### src/hw/serial_rx_cfg.svh
// Purpose: constants of the serial receive and spi clocking unit
// Assumes: one 200 MHz clock, oversample and spi half-period ticks come from outside
// Notes: included by bare name
`ifndef SERIAL_RX_CFG_SVH
`define SERIAL_RX_CFG_SVH
`define MODE_ASYNC 2'b00
`define MODE_SPI 2'b11
`define CHAR_NINE 3'b111
`define OS_NORMAL 5'd16
`define OS_DOUBLE 5'd8
`define CENTRE_NORMAL 5'd8
`define CENTRE_DOUBLE 5'd4
`define RX_DATA_BITS 9
`define RX_FIFO_DEPTH 2
`define SPI_BITS 4'd8
`define SPI_HALVES 5'd16
`define SPI_IDLE_FILL 8'hff
`define FE_POS 9
`define PE_POS 10
`define ENTRY_WIDTH 11
`endif

### src/hw/serial_rx_pkg.sv
// Purpose: types of the serial receive unit
// Assumes: nothing
// Notes: constants live in serial_rx_cfg.svh
package serial_rx_pkg;
  typedef enum logic [4:0] {
    RX_IDLE = 5'b00001,
    RX_START = 5'b00010,
    RX_DATA = 5'b00100,
    RX_PARITY = 5'b01000,
    RX_STOP = 5'b10000
  } rx_state_e;
endpackage

### src/hw/pin_sync.sv
// Purpose: two flip-flop synchroniser for pin inputs
// Assumes: inputs are asynchronous to sys_clk_i
// Notes: first stage read only by second stage
`timescale 1ns/100ps
module pin_sync #(
  parameter int WIDTH = 1,
  parameter logic [WIDTH-1:0] RESET_VAL = '1
) (
  input wire logic sys_clk_i,
  input wire logic reset_i,
  input wire logic [WIDTH-1:0] pin_i,
  output logic [WIDTH-1:0] sync_o
);
  logic [WIDTH-1:0] meta_q;
  logic [WIDTH-1:0] sync_q;

  always_ff @(posedge sys_clk_i) begin
    if (reset_i) begin
      meta_q <= RESET_VAL;
      sync_q <= RESET_VAL;
    end else begin
      meta_q <= pin_i;
      sync_q <= meta_q;
    end
  end

  assign sync_o = sync_q;
endmodule

### src/hw/rx_entry_fifo.sv
// Purpose: receive buffer holding data with its error flags per entry
// Assumes: push and pop may coincide; pop only when not empty
// Notes: depth must be a power of two, at least 2
`timescale 1ns/100ps
module rx_entry_fifo #(
  parameter int WIDTH = 11,
  parameter int DEPTH = 2
) (
  input wire logic sys_clk_i,
  input wire logic reset_i,
  input wire logic flush_i,
  input wire logic push_i,
  input wire logic [WIDTH-1:0] push_data_i,
  input wire logic pop_i,
  output logic [WIDTH-1:0] head_o,
  output logic full_o,
  output logic empty_o
);
  localparam int AW = (DEPTH > 1) ? $clog2(DEPTH) : 1;

  if (DEPTH < 2 || (DEPTH & (DEPTH - 1)) != 0) begin : g_bad_depth
    $error("rx_entry_fifo depth must be a power of two of at least 2");
  end

  logic [WIDTH-1:0] mem_q [DEPTH];
  logic [AW-1:0] wr_q;
  logic [AW-1:0] rd_q;
  logic [AW:0] cnt_q;
  wire do_push = push_i & (cnt_q != (AW+1)'(DEPTH) | pop_i);
  wire do_pop = pop_i & (cnt_q != '0);

  always_ff @(posedge sys_clk_i) begin
    if (reset_i || flush_i) begin
      wr_q <= '0;
      rd_q <= '0;
      cnt_q <= '0;
    end else begin
      if (do_push) begin
        mem_q[wr_q] <= push_data_i;
        wr_q <= wr_q + 1'b1;
      end
      if (do_pop) begin
        rd_q <= rd_q + 1'b1;
      end
      cnt_q <= cnt_q + (AW+1)'(do_push) - (AW+1)'(do_pop);
    end
  end

  // flushed buffer shows zero contents
  assign head_o = (cnt_q == '0) ? '0 : mem_q[rd_q];
  assign full_o = (cnt_q == (AW+1)'(DEPTH));
  assign empty_o = (cnt_q == '0);
endmodule

### src/hw/serial_rx_unit.sv
// Purpose: uart receiver with two entry buffer, plus spi clock formats and transfer start
// Assumes: os_tick_i pulses at 16x or 8x baud, sck_tick_i at spi half-period rate
// Notes: transmit shifting of the uart and baud generation live elsewhere
`timescale 1ns/100ps
`include "serial_rx_cfg.svh"
module serial_rx_unit #(
  parameter int FIFO_DEPTH = `RX_FIFO_DEPTH
) (
  input wire logic sys_clk_i,
  input wire logic reset_i,
  input wire logic os_tick_i,
  input wire logic sck_tick_i,
  input wire logic [1:0] operating_mode_field_i,
  input wire logic [2:0] char_size_field_i,
  input wire logic parity_enable_i,
  input wire logic parity_odd_i,
  input wire logic double_speed_select_i,
  input wire logic rx_enable_i,
  input wire logic tx_enable_i,
  input wire logic rx_complete_irq_enable_i,
  input wire logic global_irq_enable_i,
  input wire logic rx_read_i,
  input wire logic spi_master_select_i,
  input wire logic slave_select_output_enable_i,
  input wire logic clock_polarity_bit_i,
  input wire logic clock_phase_bit_i,
  input wire logic lsb_first_i,
  input wire logic tx_write_i,
  input wire logic [7:0] tx_data_i,
  input wire logic serial_rx_pin_i,
  input wire logic spi_master_out_line_i,
  input wire logic serial_clock_pin_i,
  input wire logic slave_select_pin_i,
  output logic spi_master_out_line_o,
  output logic spi_master_out_line_oe_o,
  output logic spi_master_in_line_o,
  output logic spi_master_in_line_oe_o,
  output logic serial_clock_pin_o,
  output logic serial_clock_pin_oe_o,
  output logic slave_select_pin_o,
  output logic slave_select_pin_oe_o,
  output logic rx_pin_function_o,
  output logic [7:0] rx_data_o,
  output logic rx_ninth_bit_o,
  output logic frame_error_flag_o,
  output logic overrun_flag_o,
  output logic parity_error_flag_o,
  output logic rx_complete_flag_o,
  output logic rx_irq_o,
  output logic tx_buffer_empty_flag_o
);
  if (FIFO_DEPTH < 2) begin : g_bad_depth
    $error("serial_rx_unit needs a receive buffer of at least 2 entries");
  end

  function automatic logic maj3(input logic a, input logic b, input logic c);
    maj3 = (a & b) | (a & c) | (b & c);
  endfunction

  function automatic logic [3:0] char_bits(input logic [2:0] size);
    char_bits = (size == `CHAR_NINE) ? 4'd9 : 4'd5 + {2'b00, size[1:0]};
  endfunction

  function automatic logic [7:0] spi_shift(input logic [7:0] v, input logic lsb);
    spi_shift = lsb ? {1'b0, v[7:1]} : {v[6:0], 1'b0};
  endfunction

  function automatic logic spi_head(input logic [7:0] v, input logic lsb);
    spi_head = lsb ? v[0] : v[7];
  endfunction

  // pin synchronisers
  logic rx_s;
  logic mosi_s;
  logic sck_s;
  logic ss_s;

  pin_sync #(.WIDTH(4), .RESET_VAL(4'hf)) u_pin_sync (
    .sys_clk_i(sys_clk_i),
    .reset_i(reset_i),
    .pin_i({serial_rx_pin_i, spi_master_out_line_i, serial_clock_pin_i, slave_select_pin_i}),
    .sync_o({rx_s, mosi_s, sck_s, ss_s})
  );

  // mode decode
  wire async_mode = (operating_mode_field_i == `MODE_ASYNC);
  wire spi_mode = (operating_mode_field_i == `MODE_SPI);
  wire master = spi_mode & spi_master_select_i;
  wire [4:0] os_last = double_speed_select_i ? `OS_DOUBLE : `OS_NORMAL;
  wire [4:0] centre_first = double_speed_select_i ? `CENTRE_DOUBLE : `CENTRE_NORMAL;
  wire [4:0] centre_last = centre_first + 5'd2;
  wire [3:0] nbits = char_bits(char_size_field_i);

  // asynchronous receiver
  serial_rx_pkg::rx_state_e st_q;
  serial_rx_pkg::rx_state_e st_d;
  logic [4:0] cnt_q;
  logic [4:0] cnt_d;
  logic [1:0] vote_q;
  logic [3:0] bitn_q;
  logic [3:0] bitn_d;
  logic [8:0] sh_q;
  logic par_q;
  logic rx_prev_q;
  logic frame_done;

  wire [4:0] pos = cnt_q + 5'd1;
  wire in_centre = (pos >= centre_first) && (pos <= centre_last);
  wire decide = os_tick_i && (pos == centre_last);
  wire bit_end = os_tick_i && (pos == os_last);
  wire voted = maj3(vote_q[1], vote_q[0], rx_s);
  wire rx_run = rx_enable_i & async_mode;
  wire start_edge = os_tick_i & rx_prev_q & ~rx_s;
  wire [8:0] rx_aligned = sh_q >> (4'd9 - nbits);
  // parity over data bits, odd inverts
  wire par_ref = ^rx_aligned ^ parity_odd_i;
  wire par_bad = parity_enable_i & (par_ref != par_q);

  always_comb begin
    st_d = st_q;
    cnt_d = cnt_q;
    bitn_d = bitn_q;
    frame_done = 1'b0;
    case (st_q)
      serial_rx_pkg::RX_IDLE: begin
        cnt_d = 5'd0;
        if (start_edge) begin
          st_d = serial_rx_pkg::RX_START;
          cnt_d = 5'd1;
        end
      end
      serial_rx_pkg::RX_START: begin
        if (os_tick_i) begin
          cnt_d = bit_end ? 5'd0 : pos;
        end
        if (decide && voted) begin
          st_d = serial_rx_pkg::RX_IDLE;
        end else if (bit_end) begin
          st_d = serial_rx_pkg::RX_DATA;
          bitn_d = 4'd0;
        end
      end
      serial_rx_pkg::RX_DATA: begin
        if (os_tick_i) begin
          cnt_d = bit_end ? 5'd0 : pos;
        end
        if (bit_end) begin
          bitn_d = bitn_q + 4'd1;
          if (bitn_q == nbits - 4'd1) begin
            st_d = parity_enable_i ? serial_rx_pkg::RX_PARITY : serial_rx_pkg::RX_STOP;
          end
        end
      end
      serial_rx_pkg::RX_PARITY: begin
        if (os_tick_i) begin
          cnt_d = bit_end ? 5'd0 : pos;
        end
        if (bit_end) begin
          st_d = serial_rx_pkg::RX_STOP;
        end
      end
      serial_rx_pkg::RX_STOP: begin
        if (os_tick_i) begin
          cnt_d = pos;
        end
        // first stop bit only, then idle
        if (decide) begin
          frame_done = 1'b1;
          st_d = serial_rx_pkg::RX_IDLE;
        end
      end
      default: begin
        st_d = serial_rx_pkg::RX_IDLE;
      end
    endcase
  end

  always_ff @(posedge sys_clk_i) begin
    // disable stops the receiver at once
    if (reset_i || !rx_run) begin
      st_q <= serial_rx_pkg::RX_IDLE;
      cnt_q <= 5'd0;
      bitn_q <= 4'd0;
      rx_prev_q <= 1'b1;
    end else begin
      st_q <= st_d;
      cnt_q <= cnt_d;
      bitn_q <= bitn_d;
      if (os_tick_i) begin
        rx_prev_q <= rx_s;
      end
    end
  end

  always_ff @(posedge sys_clk_i) begin
    if (reset_i) begin
      vote_q <= 2'b11;
      sh_q <= 9'h000;
      par_q <= 1'b0;
    end else if (os_tick_i && in_centre) begin
      vote_q <= {vote_q[0], rx_s};
      // shift decided bit in arrival order
      if (decide && st_q == serial_rx_pkg::RX_DATA) begin
        sh_q <= {voted, sh_q[8:1]};
      end
      if (decide && st_q == serial_rx_pkg::RX_PARITY) begin
        par_q <= voted;
      end
    end
  end

  // spi engine
  logic ss_prev_q;
  logic sck_prev_q;
  logic lvl_q;
  logic mact_q;
  logic [4:0] half_q;
  logic [3:0] scnt_q;
  logic [7:0] rsh_q;
  logic [7:0] tsh_q;
  logic out_q;
  logic [7:0] hold_q;
  logic hold_full_q;

  wire ss_act = ~ss_s;
  // slave prepares first bit at select fall
  wire ss_fall = ss_prev_q & ~ss_s;
  wire sck_rise = ~sck_prev_q & sck_s;
  wire sck_fall = sck_prev_q & ~sck_s;
  wire slave_on = spi_mode & ~spi_master_select_i & ss_act;
  // leading edge leaves the idle level set by polarity
  wire lead_s = slave_on & (clock_polarity_bit_i ? sck_fall : sck_rise);
  wire trail_s = slave_on & (clock_polarity_bit_i ? sck_rise : sck_fall);
  wire lead_m = master & mact_q & sck_tick_i & ~lvl_q;
  wire trail_m = master & mact_q & sck_tick_i & lvl_q;
  wire lead = lead_m | lead_s;
  wire trail = trail_m | trail_s;
  // phase picks sample and shift edges
  wire samp = clock_phase_bit_i ? trail : lead;
  wire shft = clock_phase_bit_i ? lead : trail;
  wire spi_in = master ? rx_s : mosi_s;
  wire [7:0] rsh_next = lsb_first_i ? {spi_in, rsh_q[7:1]} : {rsh_q[6:0], spi_in};
  wire byte_done = samp & (scnt_q == `SPI_BITS - 4'd1);
  // master starts only from a written byte
  wire m_start = master & ~mact_q & hold_full_q;
  wire s_reload = slave_on & byte_done & clock_phase_bit_i;
  wire tx_load = m_start | (spi_mode & ~spi_master_select_i & ss_fall) | s_reload;
  wire [7:0] load_val = hold_full_q ? hold_q : `SPI_IDLE_FILL;
  wire spi_idle = ~spi_mode | (~spi_master_select_i & ss_s);
  wire hold_take = tx_write_i & (~hold_full_q | tx_load);

  always_ff @(posedge sys_clk_i) begin
    if (reset_i) begin
      ss_prev_q <= 1'b1;
      sck_prev_q <= 1'b1;
    end else begin
      ss_prev_q <= ss_s;
      sck_prev_q <= sck_s;
    end
  end

  // master clock generation
  always_ff @(posedge sys_clk_i) begin
    if (reset_i || !master) begin
      lvl_q <= 1'b0;
      mact_q <= 1'b0;
      half_q <= 5'd0;
    end else if (m_start) begin
      mact_q <= 1'b1;
      lvl_q <= 1'b0;
      half_q <= 5'd0;
    end else if (mact_q && sck_tick_i) begin
      lvl_q <= ~lvl_q;
      half_q <= half_q + 5'd1;
      if (half_q == `SPI_HALVES - 5'd1) begin
        mact_q <= 1'b0;
      end
    end
  end

  always_ff @(posedge sys_clk_i) begin
    if (reset_i || spi_idle) begin
      scnt_q <= 4'd0;
      rsh_q <= 8'h00;
    end else if (samp) begin
      rsh_q <= rsh_next;
      scnt_q <= byte_done ? 4'd0 : scnt_q + 4'd1;
    end
  end

  always_ff @(posedge sys_clk_i) begin
    if (reset_i) begin
      tsh_q <= 8'h00;
      out_q <= 1'b1;
    end else if (tx_load) begin
      // phase 0 presents first bit on load
      if (!clock_phase_bit_i) begin
        out_q <= spi_head(load_val, lsb_first_i);
        tsh_q <= spi_shift(load_val, lsb_first_i);
      end else begin
        tsh_q <= load_val;
      end
    end else if (shft) begin
      // shift edge puts next bit out
      out_q <= spi_head(tsh_q, lsb_first_i);
      tsh_q <= spi_shift(tsh_q, lsb_first_i);
    end
  end

  // transmit holding byte
  always_ff @(posedge sys_clk_i) begin
    if (reset_i) begin
      hold_q <= 8'h00;
      hold_full_q <= 1'b0;
    end else begin
      if (hold_take) begin
        hold_q <= tx_data_i;
      end
      hold_full_q <= hold_take | (hold_full_q & ~tx_load);
    end
  end

  // receive buffer
  logic [`ENTRY_WIDTH-1:0] head;
  logic fifo_full;
  logic fifo_empty;
  logic overrun_q;

  wire spi_push = byte_done & rx_enable_i;
  wire push_any = (frame_done & rx_run) | spi_push;
  wire pop = rx_read_i & ~fifo_empty;
  // full buffer at frame end loses the frame
  wire ovr_set = push_any & fifo_full & ~pop;
  wire push_ok = push_any & ~overrun_q & (~fifo_full | pop);
  wire [`ENTRY_WIDTH-1:0] entry = spi_push ? {3'b000, rsh_next} :
    {par_bad, ~voted, rx_aligned};

  rx_entry_fifo #(.WIDTH(`ENTRY_WIDTH), .DEPTH(FIFO_DEPTH)) u_rx_fifo (
    .sys_clk_i(sys_clk_i),
    .reset_i(reset_i),
    .flush_i(~rx_enable_i),
    .push_i(push_ok),
    .push_data_i(entry),
    .pop_i(pop),
    .head_o(head),
    .full_o(fifo_full),
    .empty_o(fifo_empty)
  );

  always_ff @(posedge sys_clk_i) begin
    if (reset_i || !rx_enable_i) begin
      overrun_q <= 1'b0;
    end else if (ovr_set) begin
      overrun_q <= 1'b1;
    end else if (pop) begin
      overrun_q <= 1'b0;
    end
  end

  // status outputs
  assign rx_data_o = head[7:0];
  assign rx_ninth_bit_o = head[8];
  assign frame_error_flag_o = head[`FE_POS];
  assign parity_error_flag_o = head[`PE_POS] & parity_enable_i;
  assign overrun_flag_o = overrun_q;
  assign rx_complete_flag_o = ~fifo_empty;
  assign rx_irq_o = ~fifo_empty & rx_complete_irq_enable_i & global_irq_enable_i;
  assign rx_pin_function_o = rx_enable_i;
  assign tx_buffer_empty_flag_o = ~hold_full_q;

  // spi pin drive
  // polarity sets idle level
  assign serial_clock_pin_o = lvl_q ^ clock_polarity_bit_i;
  assign serial_clock_pin_oe_o = master;
  assign spi_master_out_line_o = out_q;
  assign spi_master_out_line_oe_o = master;
  assign spi_master_in_line_o = out_q;
  assign spi_master_in_line_oe_o = slave_on;
  assign slave_select_pin_o = ~mact_q;
  assign slave_select_pin_oe_o = master & ~slave_select_output_enable_i;
  // transmit enable does not gate the master clock
  wire unused_tx_enable = tx_enable_i;
endmodule

### config.mk
export PLATFORM = sky130hd
export DESIGN_NAME = serial_rx_unit
export DESIGN_NICKNAME = d
export VERILOG_FILES = /design/src/hw/serial_rx_pkg.sv /design/src/hw/pin_sync.sv /design/src/hw/rx_entry_fifo.sv /design/src/hw/serial_rx_unit.sv
export VERILOG_INCLUDE_DIRS = /design/src /design/src/hw
export SDC_FILE = /design/constraint.sdc
export NUM_CORES = 1
export LEC_CHECK = 0
export ABC_AREA = 1
export CAP_MARGIN = 5
export CORE_MARGIN = 2
export CORE_UTILIZATION = 60
export DETAILED_ROUTE_END_ITERATION = 8
export DONT_BUFFER_PORTS = 1
export PLACE_DENSITY = 0.73
export REMOVE_ABC_BUFFERS = 1
export SYNTH_ARGS = -nofsm -noshare
export SYNTH_HDL_FRONTEND = slang
export SYNTH_HIERARCHICAL = 1
export SYNTH_SLANG_ARGS = --single-unit
### constraint.sdc
create_clock -name sys_clk_i -period 7.1 [get_ports sys_clk_i]
set_input_delay 0.355 -clock sys_clk_i [delete_from_list [all_inputs] [get_ports sys_clk_i]]
set_output_delay 0.355 -clock sys_clk_i [all_outputs]
set_load 0.01 [all_outputs]
==> run summary, run 1 <==
Post-DP Area: 5770 um^2
Final layout net count: 858
Area of the multi-input gates: 2930 um^2
CP max stage cell: nor2_1
First drt pass iteration count: 5
Final min period: 3.32 ns
Max cap viols: 0
Initial Utilization: 0.621
Total gr overflow: 0
Synth async-reset ratio: 0
Synth unique cells: 51
Initial antenna violation count: 0
Antenna Violating Nets Remaining: 0
Ys Warns: 6
GP Congestion: 0.915
DR DRC count: 0
Largest net degree at the start of global routing: 34
Count of final setup violators: 0
RSZ-0062 raised after global routing: no
Final Cell Area: 5930 um^2
Leak pwr: 2.62 nW
Worst hold path type: input port to flop
Aggregate global-route resource usage: 0.238
Synth Instances: 827
Area Growth Syn to Fin: 2.76%
Register area: 2260 um^2
Sum Neg Setup Slack: 0 ns
Worst Path Arrival: 3.32 ns
CTS max path bufs: 2
Routed WL: 11900 um
Vias/cell: 5.40
Maximum vdd drop: 0.125 mV
Largest stage delay on the critical path: 0.71 ns
Synthesized area per cell: 6.97 um^2
Core area: 9280 um^2
Fillers: 865
Detail Placement HPWL: 8820 um
Post-synthesis sequential area ratio: 0.392
Hold Slack: 0.0394 ns
Inst Count DP: 926
Port bufs: 0
Final Max Tran Viols: 0
Die width: 102 um
# rows: 35
Post-synth top flop: dfxtp_1
Req. time, crit path: 7.10 ns
Power Density: 176 nW/um^2
Post-DR wirelength/cell: 12.6 um
Crit Path Class: flop to flop
Setup Buffers After CTS: 0
Most frequent cells in the layout: 214 x nand2_1, 96 x inv_1, 80 x nand3_1, 80 x dfxtp_1, 69 x nor2_1
Post-Layout Cell Count: 942
I/O pin count: 59
Share of cells above drive strength 1: 0.0603
Flops & latches, synth: 102
Clk slew on worst S/H paths: 0.09 ns
Clock buffer count from CTS: 9
Post-CTS resize count: 0
Critical Path Most Common Cell: nand2_1
Crit start category: flop
Least-Margin Pin Slew: 1.03 ns
First DRT Iteration DRCs: 243
Clock latency on the worst-skew pair: 0.37 ns
CTS tree: done
Crit path buffers/inverters: 0
Status: complete, no violations
Critical-path maximum fanout: 23
Final core occ: 0.638
Worst slew margin: 0.313
Clk sink count: 102
Period utilisation layout: 0.467
Routed vias: 5088
Die ar.: 10400 um^2
Clock Skew: 0.00712 ns
Crit path cell chain: nor3_4, nand3_1, nand2_1, nand2_1, nand2_2, nand2_2, nor2_4, a21oi_1, a211oi_1, nand2_1, nor2_1
EDFF count, synth: 22
First-pass GRT wire length: 19900 um
Mapped Area: 5770 um^2
Root Driver: clkbuf_8
Commonest non-fill, non-tap cell in the layout: nand2_1
Final Hold Vio Count: 0
Hold_buf cts: 0
CP top delay family: simple AND/OR/NAND/NOR gates
Antenna Cells: 0
H-tree depth: 3
Vias in the first global route: 4672
DIE HEIGHT: 102 um
Max Fclk: 302 MHz
CP Capture Type: flop
[per-stage QoR]
step / setup slack, ns / total power, mW
finish: 3.78 / 1.04
global route: 3.47 / 1.09
CTS: 3.72 / 1.05
detailed placement: 3.62 / 0.734
global placement: 3.69 / 0.731
floorplan: 4.30 / 0.710
[synthesized netlist by cell type (2+ instances only)]
cell type	count	area share
o21ai_0	39	0.034
buf_6	2	0.0039
nor2_2	3	0.0033
a211oi_1	2	0.0026
buf_2	10	0.0087
nor2_4	2	0.0039
nor2_1	69	0.045
or2_2	4	0.0043
inv_1	96	0.062
a31oi_1	5	0.0054
nor3_1	6	0.0052
edfxtp_1	22	0.11
nand3_1	80	0.069
a21oi_1	48	0.042
nand2_1	214	0.14
nand3_2	2	0.0035
o221ai_1	3	0.0046
buf_4	6	0.0078
xor2_1	10	0.015
ha_1	15	0.033
clkbuf_1	10	0.0065
buf_1	2	0.0013
xnor2_1	3	0.0046
inv_2	12	0.0078
dfxtp_1	80	0.28
o21ai_1	26	0.023
nand2_2	6	0.0065
o211ai_1	5	0.0065
nand4_1	23	0.025
[registers in the layout, indices dropped and copies added (netlist names), 2 cells and up, named ones only]
signal / count
tsh_q: 8
u_rx_fifo/cnt_q: 2
u_pin_sync/meta_q: 4
vote_q: 2
scnt_q: 4
u_pin_sync/sync_o: 4
u_rx_fifo/mem_q: 22
rsh_q: 8
cnt_q: 5
half_q: 5
st_q: 5
bitn_q: 4
hold_q: 8
sh_q: 9
[report_power, final]
group / switching [mW] / internal [mW]
logic: 0.0764 / 0.0381
registers: 0.00541 / 0.602
clock network: 0.193 / 0.127
total: 0.274 / 0.767
[cell families after synthesis]
family                     after synthesis  synth area share
AOI/OAI and AO/OA                      134             0.127
xor gates and xnor gates                13            0.0197
and+or+nand+nor                        421             0.325
muxes                                    1           0.00174
DFF                                    102             0.392
buffers and inverters                  140             0.100
adders and majority gates               16            0.0343
[routing by layer]
metal,GRT usage,vias up,wire [um]
met3,0.0547,20,621
met5,0,-,0
met1,0.302,2277,5590
met4,0.0821,0,223
met2,0.402,132,5460
li1,-,2659,-
[area by class of cell]
cell class                      instances  area share
Multi-Input combinational cell        585       0.494
Tap cell                              129      0.0272
Sequential cell                       102       0.382
Inverter                              110      0.0699
Clock buffer                           12      0.0228
Clock inverter                          4     0.00422
[final timing paths]
path | from | to | slack, ns | cells past startpoint
max reg2reg | u_pin_sync/sync_o[0] | u_rx_fifo/mem_q[1][0] | 3.78 | 11
min reg2reg | u_pin_sync/meta_q[3] | u_pin_sync/sync_o[3] | 0.42 | 2
min | reset_i | hold_full_q | 0.04 | 1
max | u_pin_sync/sync_o[0] | u_rx_fifo/mem_q[1][0] | 3.78 | 11
Note: power is estimated with default switching activity, not from simulation.
==> run 2, diff against run 1 <==
==> constraint.sdc (replaced) <==
create_clock -name sys_clk_i -period 3.1 [get_ports sys_clk_i]
set_input_delay 0.155 -clock sys_clk_i [delete_from_list [all_inputs] [get_ports sys_clk_i]]
set_output_delay 0.155 -clock sys_clk_i [all_outputs]
set_load 0.01 [all_outputs]
==> run 2 against run 1 <==
First-iteration DRC count up 35%. Hold slack got worse by 0.032 ns. Fmax up 14%. Via count increased by 3.7%. Count of clock-buffer cells in the layout shrank 3. Sequential cell count stayed put. Global-route usage rose by 0.57 points. Register-to-register slack worse by 3.6 ns. Final area increased by 5.1%. Critical path type unchanged. Critical endpoint is now u_rx_fifo/cnt_q[1]. Largest cell class unchanged.
==> run summary, run 2 (same netlist as run 1, synthesis figures left out) <==
Power, Total: 2.48 mW (was 1.04 mW)
Max cap viols: 0 (unchanged)
CTS tree: done (unchanged)
Root Driver: clkbuf_8 (unchanged)
Area Growth Syn to Fin: 7.96% (was 2.76%)
Routed WL: 12500 um (was 11900 um)
Clock Skew: 0.0145 ns (was 0.00712 ns)
Commonest non-fill, non-tap cell in the layout: nand2_1 (unchanged)
Largest stage delay on the critical path: 0.39 ns (was 0.71 ns)
DR DRC count: 0 (unchanged)
Register area: 2260 um^2 (about the same)
Clk slew on worst S/H paths: 0.11 ns (was 0.09 ns)
Crit path cell chain: ha_2, xor2_2, ha_4, nand2_1, nor3_2, nand3_1, inv_2, a21oi_1, a211oi_2, nand2_1, ha_1, inv_1, ha_1, inv_1, nand2_1, a21oi_1, nor2_1 (was nor3_4, nand3_1, nand2_1, nand2_1, nand2_2, nand2_2, nor2_4, a21oi_1, a211oi_1, nand2_1, nor2_1)
Worst hold path type: input port to flop (unchanged)
Critical-path maximum fanout: 4 (was 23)
CTS max path bufs: 2 (unchanged)
DIE HEIGHT: 102 um (unchanged)
Final min period: 2.90 ns (was 3.32 ns)
Met3 WL: 607 um (was 621 um)
Core area: 9280 um^2 (unchanged)
Die ar.: 10400 um^2 (unchanged)
Routed vias: 5277 (was 5088)
Status: complete, no violations (unchanged)
Largest net degree at the start of global routing: 23 (was 34)
I/O pin count: 59 (unchanged)
Internal: 1.79 mW (was 767 uW)
Share of cells above drive strength 1: 0.0799 (was 0.0603)
Area of the multi-input gates: 2960 um^2 (was 2930 um^2)
Worst Path Arrival: 3.18 ns (was 3.32 ns)
Met1 wire length: 5850 um (was 5590 um)
Least-Margin Pin Slew: 0.776 ns (was 1.03 ns)
Clk pwr share: 0.323 (was 0.307)
Initial Utilization: 0.621 (unchanged)
Crit start category: flop (unchanged)
Flop pwr share: 0.560 (was 0.583)
Psw: 690 uW (was 274 uW)
Vias in the first global route: 4764 (was 4672)
Largest register FFs: 22 (unchanged)
Hold Slack: 0.00715 ns (was 0.0394 ns)
First DRT Iteration DRCs: 328 (was 243)
Most frequent cells in the layout: 214 x nand2_1, 96 x inv_1, 80 x nand3_1, 79 x dfxtp_1, 69 x nor2_1 (was 214 x nand2_1, 96 x inv_1, 80 x nand3_1, 80 x dfxtp_1, 69 x nor2_1)
Total gr overflow: 0 (unchanged)
First drt pass iteration count: 5 (unchanged)
Clk sink count: 102 (unchanged)
First-pass GRT wire length: 20600 um (was 19900 um)
Die width: 102 um (unchanged)
Count of final setup violators: 0 (unchanged)
Vias/cell: 5.45 (was 5.40)
Worst slew margin: 0.481 (was 0.313)
GP Congestion: 0.917 (was 0.915)
# rows: 35 (unchanged)
Largest Register: u_rx_fifo/mem_q (unchanged)
Top Registers: u_rx_fifo/mem_q (22), sh_q (9) (unchanged)
Crit Path Class: flop to flop (unchanged)
Antenna Cells: 0 (unchanged)
Aggregate global-route resource usage: 0.244 (was 0.238)
Clock buffer count from CTS: 9 (unchanged)
Final Max Tran Viols: 0 (unchanged)
Setup ws final: 0.202 ns (was 3.78 ns)
Maximum vdd drop: 0.352 mV (was 0.125 mV)
Post-place setup slack: 0.0417 ns (was 3.62 ns)
Final Cell Area: 6230 um^2 (was 5930 um^2)
Initial antenna violation count: 0 (unchanged)
Switching Fraction: 0.278 (was 0.264)
DR WL met2: 5850 um (was 5460 um)
Final layout net count: 884 (was 858)
Final Hold Vio Count: 0 (unchanged)
Gate power share: 0.116 (was 0.110)
CP max stage cell: dfxtp_1 (was nor2_1)
Fillers: 798 (was 865)
Req. time, crit path: 3.38 ns (was 7.10 ns)
Leak pwr: 2.75 nW (was 2.62 nW)
Top Metal Used: met4 (unchanged)
CP Capture Type: flop (unchanged)
Port bufs: 0 (unchanged)
Post-DR wirelength/cell: 12.9 um (was 12.6 um)
Sum Neg Setup Slack: 0 ns (unchanged)
H-tree depth: 3 (unchanged)
Max Fclk: 345 MHz (was 302 MHz)
Power Density: 399 nW/um^2 (was 176 nW/um^2)
Critical Path Most Common Cell: nand2_1 (unchanged)
Period utilisation layout: 0.935 (was 0.467)
Detail Placement HPWL: 8990 um (was 8820 um)
Antenna Violating Nets Remaining: 0 (unchanged)
Post-DP Area: 5820 um^2 (was 5770 um^2)
Clock latency on the worst-skew pair: 0.37 ns (about the same)
## run 2: changes by cell type in the layout (fill, tap and decap cells not counted), moves of 2 or more
cell,before,now
dlygate4sd3_1,0,17
buf_4,0,9
clkbuf_1,3,0
clkinv_4,0,3
clkinv_2,3,1
ha_1,15,13
inv_8,0,2
## run 2: worst max-delay path, delay by kind of cell, from the launching register on
family / cells / cell delay (ns)
fa+ha+maj: 4 / 0.89
simple gates: 6 / 0.59
buf+inv: 3 / 0.19
compound gates: 3 / 0.49
flops: 1 / 0.39
xor+xnor: 1 / 0.25
## run 2: worst paths after layout
check                                          start  depth (start not counted)                   end  slack [ns]
worst max-delay path                        cnt_q[1]                         17    u_rx_fifo/cnt_q[1]        0.20
worst min register to register  u_pin_sync/meta_q[3]                          2  u_pin_sync/sync_o[3]        0.43
worst max register to register              cnt_q[1]                         17    u_rx_fifo/cnt_q[1]        0.20
worst min-delay path                         reset_i                          3    u_rx_fifo/cnt_q[0]       0.007
## run 2: area by class of cell
class | count | area share
clock buffer | 9 | 0.0199
sequential | 102 | 0.364
inverter | 110 | 0.0665
tap | 129 | 0.0259
multi-input combinational | 585 | 0.475
timing repair buffer | 26 | 0.0382
clock inverter | 7 | 0.0105
## run 2: per-stage QoR
step,cells,utilization
floorplan,797,-
global route,968,0.671
CTS,966,0.665
global placement,933,0.627
finish,968,0.671
detailed placement,933,0.627
## run 2: power groups by stage
stage                     Combinational [mW]  Clock [mW]  Sequential (mW)
after CTS                              0.284       0.825             1.39
final                                  0.289       0.803             1.39
after global placement                 0.255           0             1.42
after global routing                   0.326       0.869             1.39
after detailed placement               0.263           0             1.42
after floorplan                        0.208           0             1.42
## run 2: repair_timing
item / 4_1_cts / 5_1_grt
hold buffers: 17 / 0
resized for setup: 0 / 6
setup endpoints to repair: 0 / 16
buffers inserted: 0 / 2
endpoints found under the hold margin: 23 / 0
## run 2: routing by layer
metal,track usage,vias to the layer above
li1,-,2722
met5,0,-
met2,0.400,157
met3,0.0417,23
met1,0.325,2375
met4,0.0923,0
